--- src/design/rss_pkg.sv ---
/*
 rss_pkg: constants and types for the receiver station stop/alarm control.
 assumes a 200 MHz system clock; shared by the control module and the bench.
*/
package rss_pkg;

   // clock and timing
   localparam int unsigned CLK_KHZ        = 200000;
   localparam int unsigned BLINK_MS       = 5000;
   localparam longint      BLINK_CYC      = longint'(BLINK_MS) * longint'(CLK_KHZ);
   localparam int unsigned DEBOUNCE_US    = 10000;
   localparam int unsigned DEBOUNCE_CYC   = DEBOUNCE_US * (CLK_KHZ / 1000);

   // register port
   localparam int unsigned ADDR_W         = 4;
   localparam int unsigned DATA_W         = 32;
   localparam logic [3:0]  OFS_BLINK      = 4'h0;
   localparam logic [3:0]  OFS_STATUS     = 4'h4;
   localparam logic [31:0] RST_BLINK      = 32'(BLINK_CYC);

   // debounced input indices
   localparam int unsigned BTN_STOP       = 0;
   localparam int unsigned BTN_LOW_TAPE   = 1;
   localparam int unsigned BTN_AUX_MOTOR  = 2;
   localparam int unsigned BTN_BYPASS     = 3;
   localparam int unsigned BTN_BLANK      = 4;
   localparam int unsigned BTN_ALL_MARK   = 5;
   localparam int unsigned BTN_TEST       = 6;
   localparam int unsigned BTN_MANUAL     = 7;
   localparam int unsigned NUM_BTN        = 8;

   // stop/hold sequencer
   typedef enum logic [1:0] {
      ST_IDLE,
      ST_MOMENT,
      ST_HELD,
      ST_RESETTING
   } rss_stop_t;

   // status word field positions
   localparam int unsigned STS_FAULT      = 0;
   localparam int unsigned STS_LOW_TAPE   = 1;
   localparam int unsigned STS_BLINK      = 2;
   localparam int unsigned STS_HALT       = 3;
   localparam int unsigned STS_SECOND     = 4;
   localparam int unsigned STS_MOTOR      = 5;
   localparam int unsigned STS_DSR        = 6;
   localparam int unsigned STS_STATE      = 8;

   typedef struct packed {
      logic [21:0] rsvd;
      logic [1:0]  state;
      logic        rsvd7;
      logic        dsr;
      logic        motor;
      logic        second;
      logic        halt;
      logic        blink;
      logic        low_tape;
      logic        fault;
   } rss_status_t;

endpackage

--- src/design/rss_station_ctrl.sv ---
/*
 rss_station_ctrl: station control for a paper-tape receiver: fault flag,
 low-tape latch and blinker, stop/hold sequencing, motor power and feed routing.
 assumes every panel, alarm and data set input is asynchronous to I_MCLK; register port is single-cycle.
*/
// Local design decisions: the register offsets and the strobed register port.
`timescale 1ns/1ps
module rss_station_ctrl #(
   parameter int unsigned DEB_CYC   = rss_pkg::DEBOUNCE_CYC,
   parameter logic [31:0] BLINK_RST = rss_pkg::RST_BLINK
) (
   // clock and reset
   input  wire logic                       I_MCLK,
   input  wire logic                       I_ARST_N,
   // checking module
   input  wire logic                       I_FEED_ALARM,
   input  wire logic                       I_BACKUP_ALARM,
   input  wire logic                       I_PUNCH_TEST_ALARM,
   input  wire logic                       I_REV_CHAN_REQ,
   output logic                            O_BYPASS_CHECK_REQ,
   output logic                            O_ALL_MARK_CHECK,
   // data set
   input  wire logic                       I_DATA_SET_READY,
   input  wire logic                       I_CARRIER_DETECT,
   output logic                            O_PUNCH_BLIND,
   output logic                            O_REV_CHAN_ON,
   // operator panel and tape supply
   input  wire logic                       I_STOP_RESET_BTN,
   input  wire logic                       I_LOW_TAPE_SW,
   input  wire logic                       I_AUX_MOTOR_BTN,
   input  wire logic                       I_BYPASS_CHECK_BTN,
   input  wire logic                       I_BLANK_FEED_BTN,
   input  wire logic                       I_ALL_MARK_BTN,
   input  wire logic                       I_TEST_POS,
   input  wire logic                       I_MANUAL_MODE,
   // lamps
   output logic                            O_POWER_LAMP,
   output logic                            O_STOP_LAMP,
   output logic                            O_AUX_MOTOR_LAMP,
   output logic                            O_MANUAL_LAMP,
   output logic                            O_BYPASS_CHECK_LAMP,
   // punch and motors
   output logic                            O_MOTOR_POWER_EN,
   output logic                            O_BLANK_FEED,
   output logic                            O_ALL_MARK_FEED,
   // state view
   output logic                            O_FAULT_FLAG,
   output logic                            O_LOW_TAPE_LATCH,
   output logic                            O_HALT_FLAG,
   output logic                            O_SECOND_STAGE,
   // register port
   input  wire logic [rss_pkg::ADDR_W-1:0] I_REG_ADDR,
   input  wire logic [rss_pkg::DATA_W-1:0] I_REG_WDATA,
   input  wire logic                       I_REG_WR,
   input  wire logic                       I_REG_RD,
   output logic      [rss_pkg::DATA_W-1:0] O_REG_RDATA
);
   import rss_pkg::*;

   // elaboration checks; a zero count would never accept a button level
   if (DEB_CYC < 1) begin : g_deb_chk
      $error("DEB_CYC must be at least one");
   end
   if (BLINK_RST < 32'h0000_0001) begin : g_blink_chk
      $error("BLINK_RST must be at least one");
   end

   // raw button vector, packed by index
   logic [NUM_BTN-1:0] btn_raw;
   assign btn_raw[BTN_STOP]      = I_STOP_RESET_BTN;
   assign btn_raw[BTN_LOW_TAPE]  = I_LOW_TAPE_SW;
   assign btn_raw[BTN_AUX_MOTOR] = I_AUX_MOTOR_BTN;
   assign btn_raw[BTN_BYPASS]    = I_BYPASS_CHECK_BTN;
   assign btn_raw[BTN_BLANK]     = I_BLANK_FEED_BTN;
   assign btn_raw[BTN_ALL_MARK]  = I_ALL_MARK_BTN;
   assign btn_raw[BTN_TEST]      = I_TEST_POS;
   assign btn_raw[BTN_MANUAL]    = I_MANUAL_MODE;

   // two-flop synchronisers; first stage read only by second
   logic [NUM_BTN-1:0] btn_s1_q;
   logic [NUM_BTN-1:0] btn_s2_q;
   logic [5:0]         lvl_s1_q;
   logic [5:0]         lvl_s2_q;

   always_ff @(posedge I_MCLK or negedge I_ARST_N) begin
      if (!I_ARST_N) begin
         btn_s1_q <= '0;
         btn_s2_q <= '0;
         lvl_s1_q <= '0;
         lvl_s2_q <= '0;
      end else begin
         btn_s1_q <= btn_raw;
         btn_s2_q <= btn_s1_q;
         lvl_s1_q <= {I_BACKUP_ALARM, I_REV_CHAN_REQ, I_CARRIER_DETECT,
                      I_DATA_SET_READY, I_PUNCH_TEST_ALARM, I_FEED_ALARM};
         lvl_s2_q <= lvl_s1_q;
      end
   end

   // debounce: a level is accepted only after it stays put DEB_CYC cycles
   logic [31:0]        deb_cnt_q [NUM_BTN];
   logic [NUM_BTN-1:0] btn_q;
   logic [NUM_BTN-1:0] btn_prev_q;
   // chatter shorter than DEB_CYC never reaches btn_q

   always_ff @(posedge I_MCLK or negedge I_ARST_N) begin
      if (!I_ARST_N) begin
         for (int i = 0; i < NUM_BTN; i++) begin
            deb_cnt_q[i] <= '0;
         end
         btn_q      <= '0;
         btn_prev_q <= '0;
      end else begin
         btn_prev_q <= btn_q;
         for (int i = 0; i < NUM_BTN; i++) begin
            if (btn_s2_q[i] == btn_q[i]) begin
               deb_cnt_q[i] <= '0;
            end else if (deb_cnt_q[i] >= 32'(DEB_CYC - 1)) begin
               deb_cnt_q[i] <= '0;
               btn_q[i]     <= btn_s2_q[i];
            end else begin
               deb_cnt_q[i] <= deb_cnt_q[i] + 32'h0000_0001;
            end
         end
      end
   end

   logic stop_press;
   logic stop_release;
   logic test_pos;
   assign stop_press   = btn_q[BTN_STOP] & ~btn_prev_q[BTN_STOP];
   assign stop_release = ~btn_q[BTN_STOP] & btn_prev_q[BTN_STOP];
   assign test_pos     = btn_q[BTN_TEST];

   // synchronised levels; each alarm is synced alone, combined only after
   logic alarm_feed;
   logic alarm_backup;
   logic alarm_punch;
   logic dsr_line;
   logic carrier;
   logic rev_req;
   assign alarm_feed   = lvl_s2_q[0];
   assign alarm_punch  = lvl_s2_q[1];
   assign dsr_line     = lvl_s2_q[2];
   assign carrier      = lvl_s2_q[3];
   assign rev_req      = lvl_s2_q[4];
   assign alarm_backup = lvl_s2_q[5];

   // fault flag and call state
   logic fault_q;
   logic dsr_q;
   logic fault_d;
   logic dsr_d;
   logic fault_rise;
   logic call_end;
   assign fault_d    = alarm_feed | alarm_backup | alarm_punch;
   assign dsr_d      = dsr_line | test_pos;
   assign fault_rise = fault_d & ~fault_q;
   assign call_end   = dsr_q & ~dsr_d;

   always_ff @(posedge I_MCLK or negedge I_ARST_N) begin
      if (!I_ARST_N) begin
         fault_q <= 1'b0;
         dsr_q   <= 1'b0;
      end else begin
         fault_q <= fault_d;
         dsr_q   <= dsr_d;
      end
   end

   // low-tape latch; switch closure sets and wins over the alarm clear
   logic low_tape_q;

   always_ff @(posedge I_MCLK or negedge I_ARST_N) begin
      if (!I_ARST_N) begin
         low_tape_q <= 1'b0;
      end else if (btn_q[BTN_LOW_TAPE]) begin
         low_tape_q <= 1'b1;
      end else if (fault_rise) begin
         low_tape_q <= 1'b0;
      end
   end

   // blinker; the tick count is software-tunable for slow or fast lamps
   logic [31:0] blink_ticks_q;
   logic [31:0] blink_cnt_q;
   logic        blink_q;

   always_ff @(posedge I_MCLK or negedge I_ARST_N) begin
      if (!I_ARST_N) begin
         blink_cnt_q <= '0;
         blink_q     <= 1'b1;
      end else if (!low_tape_q) begin
         blink_cnt_q <= '0;
         blink_q     <= 1'b1;
      end else if (blink_cnt_q >= blink_ticks_q - 32'h0000_0001) begin
         blink_cnt_q <= '0;
         blink_q     <= ~blink_q;
      end else begin
         blink_cnt_q <= blink_cnt_q + 32'h0000_0001;
      end
   end

   // stop/hold sequencer
   rss_stop_t state_q;

   always_ff @(posedge I_MCLK or negedge I_ARST_N) begin
      if (!I_ARST_N) begin
         state_q <= ST_IDLE;
      end else if (fault_d) begin
         // held state cannot be left while the fault stands
         state_q <= ST_HELD;
      end else begin
         case (state_q)
            ST_IDLE: begin
               // with a call up the press latches at once
               if (stop_press && dsr_d) begin
                  state_q <= ST_HELD;
               end else if (stop_press) begin
                  state_q <= ST_MOMENT;
               end
            end
            ST_MOMENT: begin
               if (stop_release) begin
                  state_q <= ST_IDLE;
               end else if (dsr_d) begin
                  state_q <= ST_HELD;
               end
            end
            ST_HELD: begin
               // call end wins over a press in the same cycle
               if (call_end) begin
                  state_q <= ST_IDLE;
               end else if (stop_press) begin
                  state_q <= ST_RESETTING;
               end
            end
            ST_RESETTING: begin
               // release re-arms the button for the next stop
               if (stop_release || call_end) begin
                  state_q <= ST_IDLE;
               end
            end
            default: begin
               state_q <= ST_IDLE;
            end
         endcase
      end
   end

   logic halt;
   logic second;
   assign halt   = (state_q == ST_MOMENT) || (state_q == ST_HELD);
   assign second = (state_q == ST_HELD) || (state_q == ST_RESETTING);

   // registered outputs
   logic motor;
   assign motor = dsr_d | btn_q[BTN_AUX_MOTOR];

   always_ff @(posedge I_MCLK or negedge I_ARST_N) begin
      if (!I_ARST_N) begin
         O_FAULT_FLAG        <= 1'b0;
         O_LOW_TAPE_LATCH    <= 1'b0;
         O_POWER_LAMP        <= 1'b0;
         O_HALT_FLAG         <= 1'b0;
         O_SECOND_STAGE      <= 1'b0;
         O_STOP_LAMP         <= 1'b0;
         O_MOTOR_POWER_EN    <= 1'b0;
         O_AUX_MOTOR_LAMP    <= 1'b0;
         O_MANUAL_LAMP       <= 1'b0;
         O_BYPASS_CHECK_REQ  <= 1'b0;
         O_BYPASS_CHECK_LAMP <= 1'b0;
         O_PUNCH_BLIND       <= 1'b1;
         O_REV_CHAN_ON       <= 1'b0;
         O_BLANK_FEED        <= 1'b0;
         O_ALL_MARK_FEED     <= 1'b0;
         O_ALL_MARK_CHECK    <= 1'b0;
      end else begin
         O_FAULT_FLAG        <= fault_q;
         O_LOW_TAPE_LATCH    <= low_tape_q;
         O_POWER_LAMP        <= ~low_tape_q | blink_q;
         O_HALT_FLAG         <= halt;
         O_SECOND_STAGE      <= second;
         O_STOP_LAMP         <= halt | second;
         O_MOTOR_POWER_EN    <= motor;
         O_AUX_MOTOR_LAMP    <= btn_q[BTN_AUX_MOTOR];
         O_MANUAL_LAMP       <= btn_q[BTN_MANUAL] & ~btn_q[BTN_AUX_MOTOR];
         O_BYPASS_CHECK_REQ  <= btn_q[BTN_BYPASS];
         O_BYPASS_CHECK_LAMP <= btn_q[BTN_BYPASS];
         // carrier loss blinds the punch only outside test position
         O_PUNCH_BLIND       <= ~dsr_d | (~carrier & ~test_pos);
         O_REV_CHAN_ON       <= rev_req & ~halt & ~second & dsr_d
                                & (carrier | test_pos);
         O_BLANK_FEED        <= btn_q[BTN_BLANK] & motor;
         O_ALL_MARK_FEED     <= btn_q[BTN_ALL_MARK];
         O_ALL_MARK_CHECK    <= btn_q[BTN_ALL_MARK];
      end
   end

   // register port: writes take effect at once, reads answer next cycle
   rss_status_t status;

   always_comb begin
      status          = '0;
      status.fault    = fault_q;
      status.low_tape = low_tape_q;
      status.blink    = blink_q;
      status.halt     = halt;
      status.second   = second;
      status.motor    = motor;
      status.dsr      = dsr_q;
      status.state    = state_q;
   end

   always_ff @(posedge I_MCLK or negedge I_ARST_N) begin
      if (!I_ARST_N) begin
         blink_ticks_q <= BLINK_RST;
      end else if (I_REG_WR && I_REG_ADDR == OFS_BLINK) begin
         // zero would stall the blinker; treat it as one
         if (I_REG_WDATA == 32'h0000_0000) begin
            blink_ticks_q <= 32'h0000_0001;
         end else begin
            blink_ticks_q <= I_REG_WDATA;
         end
      end
   end

   // read data stand one cycle only, zero otherwise
   always_ff @(posedge I_MCLK or negedge I_ARST_N) begin
      if (!I_ARST_N) begin
         O_REG_RDATA <= '0;
      end else if (!I_REG_RD) begin
         O_REG_RDATA <= '0;
      end else if (I_REG_ADDR == OFS_BLINK) begin
         O_REG_RDATA <= blink_ticks_q;
      end else if (I_REG_ADDR == OFS_STATUS) begin
         O_REG_RDATA <= status;
      end else begin
         O_REG_RDATA <= '0;
      end
   end

endmodule

--- config.mk ---
export PLATFORM = sky130hd
export DESIGN_NAME = rss_station_ctrl
export DESIGN_NICKNAME = d
export VERILOG_FILES = /design/src/design/rss_pkg.sv /design/src/design/rss_station_ctrl.sv
export SDC_FILE = /design/constraint.sdc
export NUM_CORES = 1
export LEC_CHECK = 0
export ABC_AREA = 1
export BUFFER_PORTS_ARGS = -buffer_cell sky130_fd_sc_hd__buf_2
export CORE_ASPECT_RATIO = 0.8
export CORE_UTILIZATION = 61
export DETAILED_ROUTE_END_ITERATION = 7
export PLACE_DENSITY = 0.79
export SLEW_MARGIN = 20
export SYNTH_ARGS = -nofsm -noshare
export SYNTH_HDL_FRONTEND = slang
export SYNTH_SLANG_ARGS = --single-unit
export TNS_END_PERCENT = 1
--- constraint.sdc ---
create_clock -name I_MCLK -period 2.9 [get_ports I_MCLK]
set_input_delay 0.29 -clock I_MCLK [delete_from_list [all_inputs] [get_ports I_MCLK]]
set_output_delay 0.29 -clock I_MCLK [all_outputs]
set_load 0.005 [all_outputs]
==> results.json <==
{
  "drc": 0,
  "root_buffer": "clkbuf_16",
  "fp-row-count": 57,
  "cts_sinks": 409,
  "detail_route.iter0.violations": 958,
  "fillers": 2219,
  "antenna_found_initial": 1,
  "htreeDepth": 2,
  "grt_pass1_vias": 14390,
  "cts_buffers": 41,
  "final-seq-area_um2": 10260,
  "yosysMostFrequentCell": "dfrtp_1",
  "postLayoutCoreUtil_pct": 73.39,
  "endpoint_kind": "flop",
  "synth-compound-area-share_pct": 4.124,
  "max_clock_freq_mhz": 348.6,
  "yosys_warnings": 0,
  "clk_latency_ns": 0.55,
  "cp.required_ns": 3.36,
  "wl_um": 41550,
  "synth_area_um2": 19120,
  "synth_xor_xnor_area_share_pct": 7.239,
  "cp_common_cell": "nand2_1",
  "yosys-top-cells-count": "dfrtp_1, nor2_1, nand2_1, inv_1, xor2_1",
  "min_from": "I_REG_WDATA[14]",
  "grt.total_usage_pct": 26.71,
  "yosysTopAreaCell": "dfrtp_1",
  "yosys.cell_types.count": 48,
  "synth-seq-cells": 409,
  "crit_start": "blink_ticks_q[18]",
  "layout.nets": 2511,
  "critPathSlowestCell": "dfrtp_1",
  "area_growth_pct": 17.47,
  "grt_max_degree": 107,
  "tightest_slew_ns": 0.8400,
  "dp_slack_ns": 0.03144,
  "fin_ws_ns": 0.03105,
  "min_period_ns": 2.869,
  "r2r_start": "blink_ticks_q[18]",
  "setup_viol": 0,
  "globalplace.congestion": 0.9792,
  "cts_tree": "yes",
  "synth_top_family_by_area": "simple AND/OR/NAND/NOR gates",
  "synth_edf_count": 0,
  "synthCells": 2146,
  "detail-route-antenna-nets": 0,
  "syn_area_per_cell_um2": 8.908,
  "core_area_um2": 30600,
  "die_y_um": 160.3,
  "vias_per_cell": 5.186,
  "slowest_delay_ns": 0.41,
  "leakage_nw": 10.31,
  "maxSlewViolCount": 0,
  "min_path_type": "input port to flop",
  "path_cells": "nor2_2 -> nand2_1 -> nor2_4 -> nand3_4 -> nor3b_4 -> nand2_1 -> xor2_1 -> ha_1 -> buf_4 -> nand2_1 -> nand2_1 -> nor2_1 -> nand4_1 -> nor2_2 -> nand2_4 -> clkbuf_16 -> nor2_1",
  "cp.arrival_ns": 3.33,
  "fin_skew_ns": 0.01355,
  "vias": 14820,
  "max_cap_violations": 0,
  "synth_fa_ha_area_share_pct": 3.076,
  "hold_viol_final": 0,
  "dr.pass1.iters": 5,
  "dp_hpwl_um": 29180,
  "status": "complete, no violations",
  "async_flop_share_pct": 100.0,
  "maxSlewHeadroom_pct": 43.84,
  "period_share_pct": 98.93,
  "cts_max_path_buffers": 3,
  "grt.overflow.total": 0,
  "routedWlPerCell_um": 14.54,
  "drive_above_1_share_pct": 13.60,
  "yosys.area_share.simple_pct": 25.50,
  "port_buffers": 101,
  "muxShareOfSynthArea_pct": 0,
  "yosysTopAreaCellShare_pct": 51.58,
  "start_util_pct": 62.48,
  "dieArea_um2": 32050,
  "die_w_um": 199.9,
  "ys_seq_area_share_pct": 53.64,
  "multi_input_area_um2": 8085,
  "worst_setup_path_start_kind": "flop",
  "peakVddDrop_mv": 0.5316,
  "clk_transition_reported_paths_ns": 0.06,
  "synth_area_leaders": "dfrtp_1, nor2_1, nand2_1",
  "synth_ff_type": "dfrtp_1",
  "grt_pass1_wl_um": 68660,
  "rsz0062_at_grt": "yes",
  "whs_ns": 0.01928,
  "worstPathMaxFanout": 8,
  "pin_count": 102,
  "critPathKind": "flop to flop",
  "p_per_area_nw_per_um2": 584.9
}
## per-layer routing
| metal | vias to the layer above | GRT usage, % | part of all wire, % |
|---|---|---|---|
| li1 | 7265 | - | - |
| met4 | 0 | 10.24 | 3.9 |
| met3 | 98 | 3.927 | 5.2 |
| met5 | - | 0 | 0 |
| met1 | 7050 | 38.68 | 45 |
| met2 | 403 | 40.99 | 45 |
## repair_timing
action / in CTS / in global routing
resized for setup: 1 / 31
hold buffers: 23 / 0
pin swaps: 0 / 14
setup buffers: 0 / 11
gates cloned: 0 / 3
hold endpoints to repair: 74 / 0
endpoints found under the setup margin: 1 / 33
## kinds of logic (layout without fill, tap and decap cells)
kind of cell	Yosys count	count (layout)
other cells	1	90
simple gates	1078	1078
fa+ha+maj	47	47
flops	409	409
buf+inv	311	520
compound gates	142	142
xor+xnor	158	158
## registers in the layout, indices dropped and copies added (netlist names), 8 cells and up
name	count
deb_cnt_q	256
O_REG_RDATA	32
blink_cnt_q	32
blink_ticks_q	32
btn_q	8
btn_s1_q	8
btn_s2_q	8
## power by group
part	leakage (nW)	internal (mW)	switching [mW]
registers	5.27	5.99	0.244
clock network	0.685	3.24	2.21
logic	4.35	0.531	0.923
total	10.3	9.76	3.37
## path summary, 6_finish.rpt
path | end | slack, ns | cells past startpoint
max | blink_cnt_q[19] | 0.03 | 17
min | blink_ticks_q[14] | 0.02 | 3
max reg2reg | blink_cnt_q[19] | 0.03 | 17
min reg2reg | lvl_s2_q[5] | 0.34 | 0
max in group asynchronous | deb_cnt_q[43] | 1.64 | 3
min in group asynchronous | deb_cnt_q[18] | 0.28 | 2
## cell type report
type	count	share of cell area, %
Antenna cell	2	0.02229
Clock buffer	59	5.321
Clock inverter	16	0.9082
Inverter	280	4.680
Multi-Input combinational cell	1513	36.01
Sequential cell	409	45.67
Tap cell	413	2.301
Timing Repair Buffer	165	5.087
## cells in the final DEF, fill, tap and decap left out, drive strengths merged, types with 9 or more instances in the layout
| master | instances |
|---|---|
| xor2 | 121 |
| clkinv | 9 |
| nand4 | 56 |
| dfstp | 15 |
| dlygate4sd3 | 23 |
| xnor2 | 37 |
| o21ai | 78 |
| inv | 281 |
| conb | 88 |
| dfrtp | 394 |
| nand3 | 117 |
| a21oi | 33 |
| ha | 47 |
| nand2 | 372 |
| nor4 | 21 |
| buf | 140 |
| nor3 | 87 |
| clkbuf | 61 |
| nor2 | 414 |
## worst max-delay path: cells and delay by family, from the launching register on
| family | cells | cell delay, ns |
|---|---|---|
| adder cells (fa/ha/maj) | 1 | 0.29 |
| buffers and inverters | 2 | 0.34 |
| flip-flops | 1 | 0.41 |
| XOR/XNOR | 1 | 0.15 |
| AND/OR/NAND/NOR | 13 | 1.60 |
## per-stage QoR
stage                     instance area, µm²  total power [mW]  instances  setup TNS [ns]
after floorplan                        19440             7.042       2233               0
after detailed placement               20550             7.596       2743               0
after global routing                   22450             13.68       2856          -4.216
after global placement                 20550             7.540       2743               0
final                                  22460             13.13       2857               0
after CTS                              22190             13.08       2841               0
Note: power is estimated with default switching activity, not from simulation.
